## src/pkg/iosfs_pkg.sv

```systemverilog
/*
 iosfs_pkg: constants, operation codes, states and carriers of the io space, flag word and stack block.
 assumes one core clock shared with the execution core, the data ram and the peripheral registers.
*/
package iosfs_pkg;
	// io window and its alias in data space
	localparam logic [5:0] BIT_IO_LAST     = 6'h1f;
	localparam logic [7:0] DATA_IO_BASE    = 8'h20;
	localparam logic [7:0] DATA_IO_LAST    = 8'h5f;
	localparam logic [5:0] ADDR_STACK_PTR  = 6'h3d;
	localparam logic [5:0] ADDR_FLAG_WORD  = 6'h3f;
	// stack ram region
	localparam logic [7:0] STACK_RAM_FIRST = 8'h60;
	localparam logic [7:0] STACK_RAM_LAST  = 8'hdf;
	localparam logic [7:0] STK_STEP_BYTE   = 8'h01;
	localparam logic [7:0] STK_STEP_ADDR   = 8'h02;
	// values after reset
	localparam logic [7:0] RST_STACK_PTR   = 8'h00;
	localparam logic [7:0] RST_FLAG_WORD   = 8'h00;
	// flag word bit positions
	localparam logic [2:0] FLG_GIE  = 3'h7;
	localparam logic [2:0] FLG_T    = 3'h6;
	localparam logic [2:0] FLG_H    = 3'h5;
	localparam logic [2:0] FLG_S    = 3'h4;
	localparam logic [2:0] FLG_V    = 3'h3;
	localparam logic [2:0] FLG_N    = 3'h2;
	localparam logic [2:0] FLG_Z    = 3'h1;
	localparam logic [2:0] FLG_C    = 3'h0;

	typedef enum logic [4:0] {
		OP_IO_RD    = 5'h00,
		OP_IO_WR    = 5'h01,
		OP_DATA_RD  = 5'h02,
		OP_DATA_WR  = 5'h03,
		OP_BIT_SET  = 5'h04,
		OP_BIT_CLR  = 5'h05,
		OP_SKIP_ONE = 5'h06,
		OP_SKIP_ZRO = 5'h07,
		OP_ALU      = 5'h08,
		OP_T_STORE  = 5'h09,
		OP_T_LOAD   = 5'h0a,
		OP_PUSH     = 5'h0b,
		OP_POP      = 5'h0c,
		OP_CALL     = 5'h0d,
		OP_RET      = 5'h0e,
		OP_IRQ      = 5'h0f,
		OP_IRQ_RET  = 5'h10
	} iosfs_op_t;

	typedef enum logic [1:0] {
		ST_IDLE = 2'h0,
		ST_RD   = 2'h1,
		ST_CAP  = 2'h2,
		ST_WR2  = 2'h3
	} iosfs_fsm_t;

	// alu mask and flag order: [4] half carry, [3] overflow, [2] negative, [1] zero, [0] carry
	typedef struct packed {
		logic       valid;
		iosfs_op_t  op;
		logic [7:0] addr;
		logic [7:0] wdata;
		logic [7:0] wdata_hi;
		logic [2:0] bit_sel;
		logic [4:0] alu_mask;
		logic [4:0] alu_flags;
	} iosfs_req_t;

	typedef struct packed {
		logic       done;
		logic       reject;
		logic       skip;
		logic [7:0] rdata;
		logic [7:0] rdata_hi;
	} iosfs_rsp_t;

	typedef struct packed {
		logic       valid;
		logic       we;
		logic [7:0] addr;
		logic [7:0] wdata;
	} iosfs_bus_t;

	typedef struct packed {
		iosfs_fsm_t fsm;
		iosfs_op_t  op;
		logic       second;
		logic [2:0] bit_sel;
		logic [7:0] wdata_hi;
		logic [7:0] flag;
		logic [7:0] stk;
		logic       ready;
		iosfs_rsp_t rsp;
		iosfs_bus_t mem;
		iosfs_bus_t per;
	} iosfs_state_t;
endpackage

```

## src/hw/iosfs_core.sv

```systemverilog
/*
 iosfs_core: io window decode, bit access with read-modify-write, flag word and stack pointer.
 assumes the execution core waits for ready_q, and that data ram and peripheral registers
 return read data in the cycle after they see a read strobe.
*/
// Contract
// - io instructions use six bit io address
// - data address equals io address plus 20
// - bit operations only below io address 20
// - some flags clear on writing one
// - bit set/clear rewrite whole register
// - global gate zero blocks every interrupt
// - accept clears gate, interrupt return sets it
// - bit six is copy scratch bit
// - bit five holds half carry
// - bit four equals negative xor overflow
// - bit two negative, bit one zero
// - bit three overflow, bit zero carry
// - flag word never saved on interrupt
// - stack pointer at 3d, resets zero
// - byte push decrements, pop increments, by one
// - return address moves pointer by two
`timescale 1ns/1ps
module iosfs_core
	import iosfs_pkg::*;
(
	// clock, reset, enable
	input  wire logic       core_clk,
	input  wire logic       sys_rst,
	input  wire logic       clk_en,
	// execution core
	input  wire iosfs_req_t req,
	output logic            ready_q,
	output iosfs_rsp_t      rsp_q,
	output logic [7:0]      flag_word_q,
	output logic [7:0]      stack_ptr_q,
	// data ram for the stack
	output iosfs_bus_t      mem_q,
	input  wire logic [7:0] mem_rdata,
	// peripheral io registers
	output iosfs_bus_t      per_q,
	input  wire logic [7:0] per_rdata
);
	iosfs_state_t s;
	iosfs_state_t n;
	logic         take;

	assign take        = req.valid && s.ready;
	assign ready_q     = s.ready;
	assign rsp_q       = s.rsp;
	assign flag_word_q = s.flag;
	assign stack_ptr_q = s.stk;
	assign mem_q       = s.mem;
	assign per_q       = s.per;

	// sign bit is never stored as written, so it cannot drift from n and v
	function automatic logic [7:0] fix_sign(input logic [7:0] f);
		logic [7:0] r;
		r = f;
		r[FLG_S] = f[FLG_N] ^ f[FLG_V];
		return r;
	endfunction

	always_comb begin
		logic [7:0] doff;
		logic [5:0] ioa;
		logic       win_ok;
		logic [7:0] data;
		logic [7:0] bmask;
		logic [7:0] f;
		doff   = req.addr - DATA_IO_BASE;
		win_ok = 1'b1;
		ioa    = req.addr[5:0];
		data   = (s.op == OP_POP || s.op == OP_RET || s.op == OP_IRQ_RET) ? mem_rdata : per_rdata;
		bmask  = 8'h01 << s.bit_sel;
		f      = s.flag;
		n = s;
		n.mem.valid  = 1'b0;
		n.per.valid  = 1'b0;
		n.rsp.done   = 1'b0;
		n.rsp.reject = 1'b0;
		n.rsp.skip   = 1'b0;
		if (req.op == OP_DATA_RD || req.op == OP_DATA_WR) begin
			win_ok = (req.addr >= DATA_IO_BASE) && (req.addr <= DATA_IO_LAST);
			ioa    = doff[5:0];
		end
		case (s.fsm)
			ST_IDLE: begin
				if (take) begin
					n.op       = req.op;
					n.bit_sel  = req.bit_sel;
					n.wdata_hi = req.wdata_hi;
					n.second   = 1'b0;
					n.per.addr = {2'h0, ioa};
					n.per.we   = 1'b0;
					n.rsp.done = 1'b1;
					case (req.op)
						OP_IO_RD, OP_DATA_RD: begin
							if (!win_ok) begin
								n.rsp.reject = 1'b1;
							end else if (ioa == ADDR_FLAG_WORD) begin
								n.rsp.rdata = s.flag;
							end else if (ioa == ADDR_STACK_PTR) begin
								n.rsp.rdata = s.stk;
							end else begin
								n.rsp.done  = 1'b0;
								n.per.valid = 1'b1;
								n.fsm       = ST_RD;
							end
						end
						OP_IO_WR, OP_DATA_WR: begin
							if (!win_ok) begin
								n.rsp.reject = 1'b1;
							end else if (ioa == ADDR_FLAG_WORD) begin
								n.flag = fix_sign(req.wdata);
							end else if (ioa == ADDR_STACK_PTR) begin
								n.stk = req.wdata;
							end else begin
								// w1c flags live in the peripherals; the write is passed on as given
								n.per.valid = 1'b1;
								n.per.we    = 1'b1;
								n.per.wdata = req.wdata;
							end
						end
						OP_BIT_SET, OP_BIT_CLR, OP_SKIP_ONE, OP_SKIP_ZRO: begin
							if (req.addr[5:0] > BIT_IO_LAST) begin
								n.rsp.reject = 1'b1;
							end else begin
								n.rsp.done  = 1'b0;
								n.per.valid = 1'b1;
								n.fsm       = ST_RD;
							end
						end
						OP_ALU: begin
							if (req.alu_mask[4]) f[FLG_H] = req.alu_flags[4];
							if (req.alu_mask[3]) f[FLG_V] = req.alu_flags[3];
							if (req.alu_mask[2]) f[FLG_N] = req.alu_flags[2];
							if (req.alu_mask[1]) f[FLG_Z] = req.alu_flags[1];
							if (req.alu_mask[0]) f[FLG_C] = req.alu_flags[0];
							n.flag = fix_sign(f);
						end
						OP_T_STORE: begin
							n.flag[FLG_T] = req.wdata[req.bit_sel];
						end
						OP_T_LOAD: begin
							n.rsp.rdata = req.wdata;
							n.rsp.rdata[req.bit_sel] = s.flag[FLG_T];
						end
						OP_PUSH: begin
							n.mem.valid = 1'b1;
							n.mem.we    = 1'b1;
							n.mem.addr  = s.stk;
							n.mem.wdata = req.wdata;
							n.stk       = s.stk - STK_STEP_BYTE;
						end
						OP_POP, OP_RET, OP_IRQ_RET: begin
							n.rsp.done  = 1'b0;
							n.mem.valid = 1'b1;
							n.mem.we    = 1'b0;
							n.mem.addr  = s.stk + STK_STEP_BYTE;
							n.fsm       = ST_RD;
						end
						OP_CALL, OP_IRQ: begin
							if (req.op == OP_IRQ && !s.flag[FLG_GIE]) begin
								n.rsp.reject = 1'b1;
							end else begin
								// the flag word is not pushed, only its gate is cleared on an interrupt; handlers save it themselves
								if (req.op == OP_IRQ) n.flag[FLG_GIE] = 1'b0;
								n.rsp.done  = 1'b0;
								n.mem.valid = 1'b1;
								n.mem.we    = 1'b1;
								n.mem.addr  = s.stk;
								n.mem.wdata = req.wdata;
								n.fsm       = ST_WR2;
							end
						end
						default: begin
							n.rsp.reject = 1'b1;
						end
					endcase
				end
			end
			ST_RD: begin
				n.fsm = ST_CAP;
			end
			ST_CAP: begin
				n.fsm      = ST_IDLE;
				n.rsp.done = 1'b1;
				case (s.op)
					OP_BIT_SET, OP_BIT_CLR: begin
						// whole register goes back, so any w1c flag read as one is cleared, except the bit that a bit clear targets
						n.per.valid = 1'b1;
						n.per.we    = 1'b1;
						n.per.wdata = (s.op == OP_BIT_SET) ? (data | bmask) : (data & ~bmask);
					end
					OP_SKIP_ONE: begin
						n.rsp.skip = (data & bmask) != 8'h00;
					end
					OP_SKIP_ZRO: begin
						n.rsp.skip = (data & bmask) == 8'h00;
					end
					OP_POP: begin
						n.rsp.rdata = data;
						n.stk       = s.stk + STK_STEP_BYTE;
					end
					OP_RET, OP_IRQ_RET: begin
						if (!s.second) begin
							n.rsp.done     = 1'b0;
							n.rsp.rdata_hi = data;
							n.second       = 1'b1;
							n.mem.valid    = 1'b1;
							n.mem.we       = 1'b0;
							n.mem.addr     = s.stk + STK_STEP_ADDR;
							n.fsm          = ST_RD;
						end else begin
							n.rsp.rdata = data;
							n.stk       = s.stk + STK_STEP_ADDR;
							if (s.op == OP_IRQ_RET) n.flag[FLG_GIE] = 1'b1;
						end
					end
					default: begin
						n.rsp.rdata = data;
					end
				endcase
			end
			ST_WR2: begin
				n.fsm       = ST_IDLE;
				n.rsp.done  = 1'b1;
				n.mem.valid = 1'b1;
				n.mem.we    = 1'b1;
				n.mem.addr  = s.stk - STK_STEP_BYTE;
				n.mem.wdata = s.wdata_hi;
				n.stk       = s.stk - STK_STEP_ADDR;
			end
			default: begin
				n.fsm = ST_IDLE;
			end
		endcase
		n.ready = (n.fsm == ST_IDLE);
	end

	always_ff @(posedge core_clk) begin
		if (sys_rst) begin
			s       <= '0;
			s.ready <= 1'b1;
			s.stk   <= RST_STACK_PTR;
			s.flag  <= RST_FLAG_WORD;
		end else if (clk_en) begin
			s <= n;
		end
	end
endmodule

```

## config.mk

```make
export PLATFORM = sky130hd
export DESIGN_NAME = iosfs_core
export DESIGN_NICKNAME = d
export VERILOG_FILES = /design/src/pkg/iosfs_pkg.sv /design/src/hw/iosfs_core.sv
export SDC_FILE = /design/constraint.sdc
export NUM_CORES = 1
export LEC_CHECK = 0
export ABC_CLOCK_PERIOD_IN_PS = 3600
export BUFFER_PORTS_ARGS = -buffer_cell sky130_fd_sc_hd__buf_2
export CORE_ASPECT_RATIO = 0.75
export CORE_MARGIN = 2
export CORE_UTILIZATION = 43
export DETAILED_ROUTE_END_ITERATION = 8
export PLACE_DENSITY = 0.62
export REMOVE_ABC_BUFFERS = 1
export SLEW_MARGIN = 10
export SYNTH_ARGS = -nofsm -noshare
export SYNTH_HDL_FRONTEND = slang
export SYNTH_SLANG_ARGS = --single-unit
```

## constraint.sdc

```tcl
create_clock -name core_clk -period 3.6 [get_ports core_clk]
set_input_delay 0.36 -clock core_clk [delete_from_list [all_inputs] [get_ports core_clk]]
set_output_delay 0.36 -clock core_clk [all_outputs]
set_load 0.02 [all_outputs]
```

-- Yosys cells after proc, flatten, opt, wreduce, memory -nomap -nowiden
Cells that the tools add are included.
- register bits: 89
- bits in latches: 0
- memory bits (writable): 0
- memory bits (read-only): 0
- input port bits: 62
- output and inout port bits: 72
- logic and storage cells: 243
- memories: 0
- $add $sub $neg: 5
- $mul: 0
- div/mod/pow operators: 0
- order comparisons: 5
- equality and inequality tests: 59
- shift operators: 1
- mux-type cells: 97
- bitwise logic cells: 7
- reduce and logical (&&, ||, !) cells: 43
- operator list (kind ; count):
    two-way mux 8 bit ; 16
    one-hot mux 8 bit (2 select lines) ; 8
    one-hot mux 10 bit (3 select lines) ; 2
    equality test 5 x 4 -> 1 bit, second input constant ; 10
    equality test 5 x 3 -> 1 bit, second input constant ; 8
    two-way mux 1 bit ; 37
    two-way mux 36 bit ; 1
    two-way mux 35 bit ; 1
    AND reduction 7 bit ; 4
    != test 2 bit, second input constant ; 13
    != test 3 bit, second input constant ; 8
    one-hot mux 8 bit (3 select lines) ; 1
    two-way mux 10 bit ; 2
    two-way mux 2 bit ; 10
    two-way mux 18 bit ; 1
    AND 8 bit ; 2
    two-way mux 16 bit ; 1
    one-hot mux 2 bit (4 select lines) ; 2
    AND reduction 8 bit ; 2
    equality test 6 bit, second input constant ; 2
    != test 3 x 1 -> 1 bit, second input constant ; 4
    one-hot mux 6 bit (2 select lines) ; 1
    AND reduction 4 bit ; 3
    AND reduction 6 bit ; 2
    49 further kinds ; 76

-- Depth between registers and ports, before layout
- depth in word-level cells: 11
- gate-level depth with buffers: 9
- gate-level depth less buffers: 8

-- Least setup slack after synthesis
No wires, ideal clock.
- kind: input port to flip-flop
- from: in req[40] in the netlist's numbering
- to: reg s (netlist bit per_q[5])
- library setup time: 0.086 ns
- arrival: 2.228 ns
- data required time: 3.514 ns
- slack: 1.286 ns
- stages on the path: 8
- path buffers: 2
- cells stage by stage: buf_2 -> nor4b_4 -> mux2i_1 -> o21ai_1 -> a21boi_1 -> buf_2 -> nor2_1 -> a211oi_1
- longest elaborated chain between the ends: 6
- elaborated cells between the ends (all ways): 14
- classes of those cells: eq/ne (9); mux (2); reduce/logical (3)
- ends and longest elaborated chain (what ; line ; source):
    start: declaration ; iosfs_core.sv:32 ; input wire iosfs_req_t req,
    equality test 5 x 2 -> 1 bit (on tied branches) ; iosfs_core.sv:83, iosfs_core.sv:97 ;
    logical OR 1 bit ; iosfs_core.sv:83 ; if (req.op == OP_DATA_RD || req.op == OP_DATA_WR) begin
    two-way mux 6 bit ; iosfs_core.sv:83 ;
    equality test 6 bit (on tied branches) ; iosfs_core.sv:116, iosfs_core.sv:114 ;
    != test 2 bit (no line) ; -- ;
    AND reduction 8 bit (no line) (*) ; -- ;
    end signal: assignment ; iosfs_core.sv:249 ; s <= n;
    end: declaration ; iosfs_core.sv:44 ; iosfs_state_t s;
Every way passes the cells marked *; elsewhere a longest branch is shown, timed or not.
A chain may end at the register's enable or synchronous reset.

-- Worst setup path in the final report
- from: reg s[89] in the netlist's numbering
- to: reg s (netlist bit rsp_q[1])
- longest elaborated chain between the ends: 2
- ends and longest elaborated chain (what ; line ; source):
    equality test 2 bit ; iosfs_core.sv:87 ; case (s.fsm)
    AND reduction 4 bit (no line) ; -- ;
Every way passes these cells.

==> summary.md <==
| Metric | Value |
|---|---|
| Status | finished, final reports clean |
| IO buf count | 131 |
| List of most frequent post-synthesis cells | dfxtp_1 (89), nand2_1 (88), nor2_1 (78) |
| Share of synthesized registers carrying an async set or reset | 0% |
| Unrepaired setup endpoints after global routing | false |
| Leak | ~2.9 nW |
| Max Cap Viol | 0 |
| Top_reg_cell synth | dfxtp_1 |
| Hold Buf Count CTS | 0 |
| CP startpoint | s[89]$_SDFFE_PP0P_ |
| Crit path DAT | between 3 and 4 ns |
| Register area share after synthesis | a little over a quarter |
| First drt pass iteration count | 5 |
| Maximum clock rate | between 300 and 400 MHz |
| Initial DRC Count | approximately 530 |
| Worst hold path type | in -> reg |
| DP HPWL | around 15 mm |
| Worst Clk Skew | slightly below 0.009 ns |
| Largest net degree at the start of global routing | 53 |
| Share of layout cells above drive strength 1 | between 20 and 25% |
| CP max FO | 32 |
| First-pass GRT wire length | 33.22 mm |
| Core Area | around 15,000 µm² |
| I/O Pins | between 100 and 150 |
| Slowest stage delay, CP | approximately 0.51 ns |
| EDFF count, synth | 0 |
| Max clock buf depth | 2 |
| CP max-delay cell | and2_1 |
| Clock latency on the worst-skew pair | roughly 0.36 ns |
| Placed cell area | about 6800 µm² |
| GRT Total Usage | roughly a quarter |
| Fin. Hold Viols | 0 |
| VDD IR max | ~0.23 mV |
| CTS tree | done |
| Final ANT Viol Nets | 0 |
| Final setup vio count | 0 |
| Routed WL per cell | ~19 µm |
| Grt ovf | 0 |
| Die width | approximately 150 µm |
| Reg2reg start | s[89]$_SDFFE_PP0P_ |
| Setup crit end kind | flop |
| Worst EP required | just under 4 ns |
| Critical path launch point type | flop |
| Pwr per Cell Area | between 300 and 400 nW/µm² |
| Resize count post-CTS | 0 |
| Nets | about 960 |
| DRC violations left | 0 |
| Critical path class | reg -> reg |
| Placer Congestion | between 0.9 and 1 |
| Worst-path cell chain | inv_1, ha_1, buf_4, inv_1, a2111oi_2, buf_4, and2_1, nor2_1, a211oi_1 |
| Die Span Y | approximately 110 µm |
| Synth area leader | dfxtp_1 |
| Setup TNS | 0 ns |
| Final Max Tran Viols | 0 |
| HP Start | req[17] |
| Final instance area | ~7200 µm² |
| Fin crit period | roughly 2.9 ns |
| TritonCTS buffer count | 9 |
| Initial antenna violation count | 0 |
| Mapped cell area | about 6700 µm² |
| Worst-margin pin slew | around 0.85 ns |
| Area contributors post-synth | dfxtp_1 (27%), buf_4 (8.1%), a21oi_1 (5.4%) |
| Root Driver | clkbuf_16 |
| Via count | ~6,600 |
| DIE AREA | around 16,000 µm² |
| Area growth syn-to-layout | 8.142% |
| Synthesized area per cell | 7.648 µm² |
| Warnings, synthesis | 0 |
| Rows | 39 |
| Synth Register Bits | 89 |
| CTS clk-pin slew, worst paths | 0.07 ns |
| Slew Limit Headroom | approximately 43% |
| Vias per cell | a little under 6 |
| DRT Wirelength | approximately 21 mm |
| Diodes inserted | 0 |
| Share of Yosys cell area claimed by the top area cell type | between 20% and 30% |
| Initial Util | between 40% and 50% |
| Fin crit share | between 70% and 80% |
| H-tree Lvls | 3 |
| Vias in the first global route | roughly 5,900 |
| Most frequent cell after synthesis | dfxtp_1 |
| Post-CTS setup buffer count | 0 |
| Cells after Synth | 870 |
| Clock sinks | 89 |
| Distinct cell type count after synthesis | between 80 and 90 |
-- through the flow --
stage | setup WS (ns) | std cells | total power [mW] | hold slack (ns) | utilization, %
after floorplan | 0.2574 | 734 | 1.469 | 0.4246 | -
after global placement | 0.8572 | 1084 | 1.720 | 0.4422 | 45.12
after detailed placement | 0.7680 | 1084 | 1.720 | 0.4441 | 45.12
after CTS | 0.7338 | 1100 | 2.849 | 0.2297 | 47.42
after global routing | 0.4245 | 1100 | 2.960 | 0.2352 | 47.42
final | 0.7282 | 1100 | 2.840 | 0.2391 | 47.42
-- worst max-delay path: cells and delay by family (launching register included) --
kind | cells | cell delay, ns
flops | 1 | 0.39
simple gates | 2 | 0.60
buf+inv | 4 | 1.07
compound gates | 2 | 0.55
fa+ha+maj | 1 | 0.16
-- cell families after synthesis --
group / share of synthesized area, %
buffers and inverters: 13.52
DFF: 26.78
muxes: 5.303
AOI/OAI and AO/OA: 27.25
adders and majority gates: 1.880
and+or+nand+nor: 23.37
other: 0.05636
xor gates and xnor gates: 1.843
-- path summary, 6_finish.rpt --
path | cells past startpoint | end | slack (ns)
setup / recovery | 9 | rsp_q[1]$_SDFFE_PP0P_ | 0.73
hold / removal | 3 | s[76]$_SDFFE_PP0P_ | 0.24
setup reg to reg | 9 | rsp_q[1]$_SDFFE_PP0P_ | 0.73
hold reg to reg | 2 | mem_q[8]$_SDFFE_PP0P_ | 0.45
-- registers in the layout, indices dropped and copies added (netlist names) --
name         cells
flag_word_q      8
stack_ptr_q      8
rsp_q           19
ready_q          1
per_q           16
s               19
mem_q           18
-- layout by cell type (no fill, tap or decap), types with 5 or more instances in the layout --
cell type,netlist,final
nor2b_1,15,15
o211ai_1,9,9
a211oi_2,6,6
inv_1,19,19
xnor2_1,7,7
nand3_1,25,25
nor3_1,25,25
buf_4,72,14
clkbuf_16,0,9
a221oi_1,11,11
a211oi_1,21,21
a21oi_1,72,72
and2_1,7,7
o31ai_1,9,9
a31oi_1,11,11
mux2_2,8,8
or2_2,5,5
xor2_1,7,7
nor2_1,78,78
nand2b_1,6,6
buf_2,11,131
mux2i_1,24,24
nand2_1,88,88
o311ai_1,5,5
ha_1,10,10
dfxtp_1,89,89
a22oi_1,9,9
o21ai_0,36,36
a311oi_1,12,12
nand3b_1,11,11
o21ai_1,10,10
-- where the power goes --
part | total, mW | internal, mW | switching, mW
registers | 1.09 | 1.03 | 0.0565
logic | 0.621 | 0.221 | 0.400
clock network | 1.13 | 0.688 | 0.443
total | 2.84 | 1.94 | 0.900
-- layer usage --
layer	up-vias	track usage, %	share of wire [%]
li1	3138	-	-
met2	327	35.78	41
met5	-	0	0
met1	3067	39.44	48
met3	21	5.820	9.5
met4	0	5.513	1.3
-- cell type report --
| type | instances | area, µm² |
|---|---|---|
| multi-input cells | 626 | 3976 |
| clock inverters | 7 | 123.9 |
| well taps | 205 | 256.5 |
| clock buffers | 9 | 225.2 |
| repair buffers | 145 | 760.7 |
| fillers | 1566 | 7980 |
| flip-flops and latches | 89 | 1782 |
| inverters | 19 | 71.32 |
(Power assumes the default switching activity.)
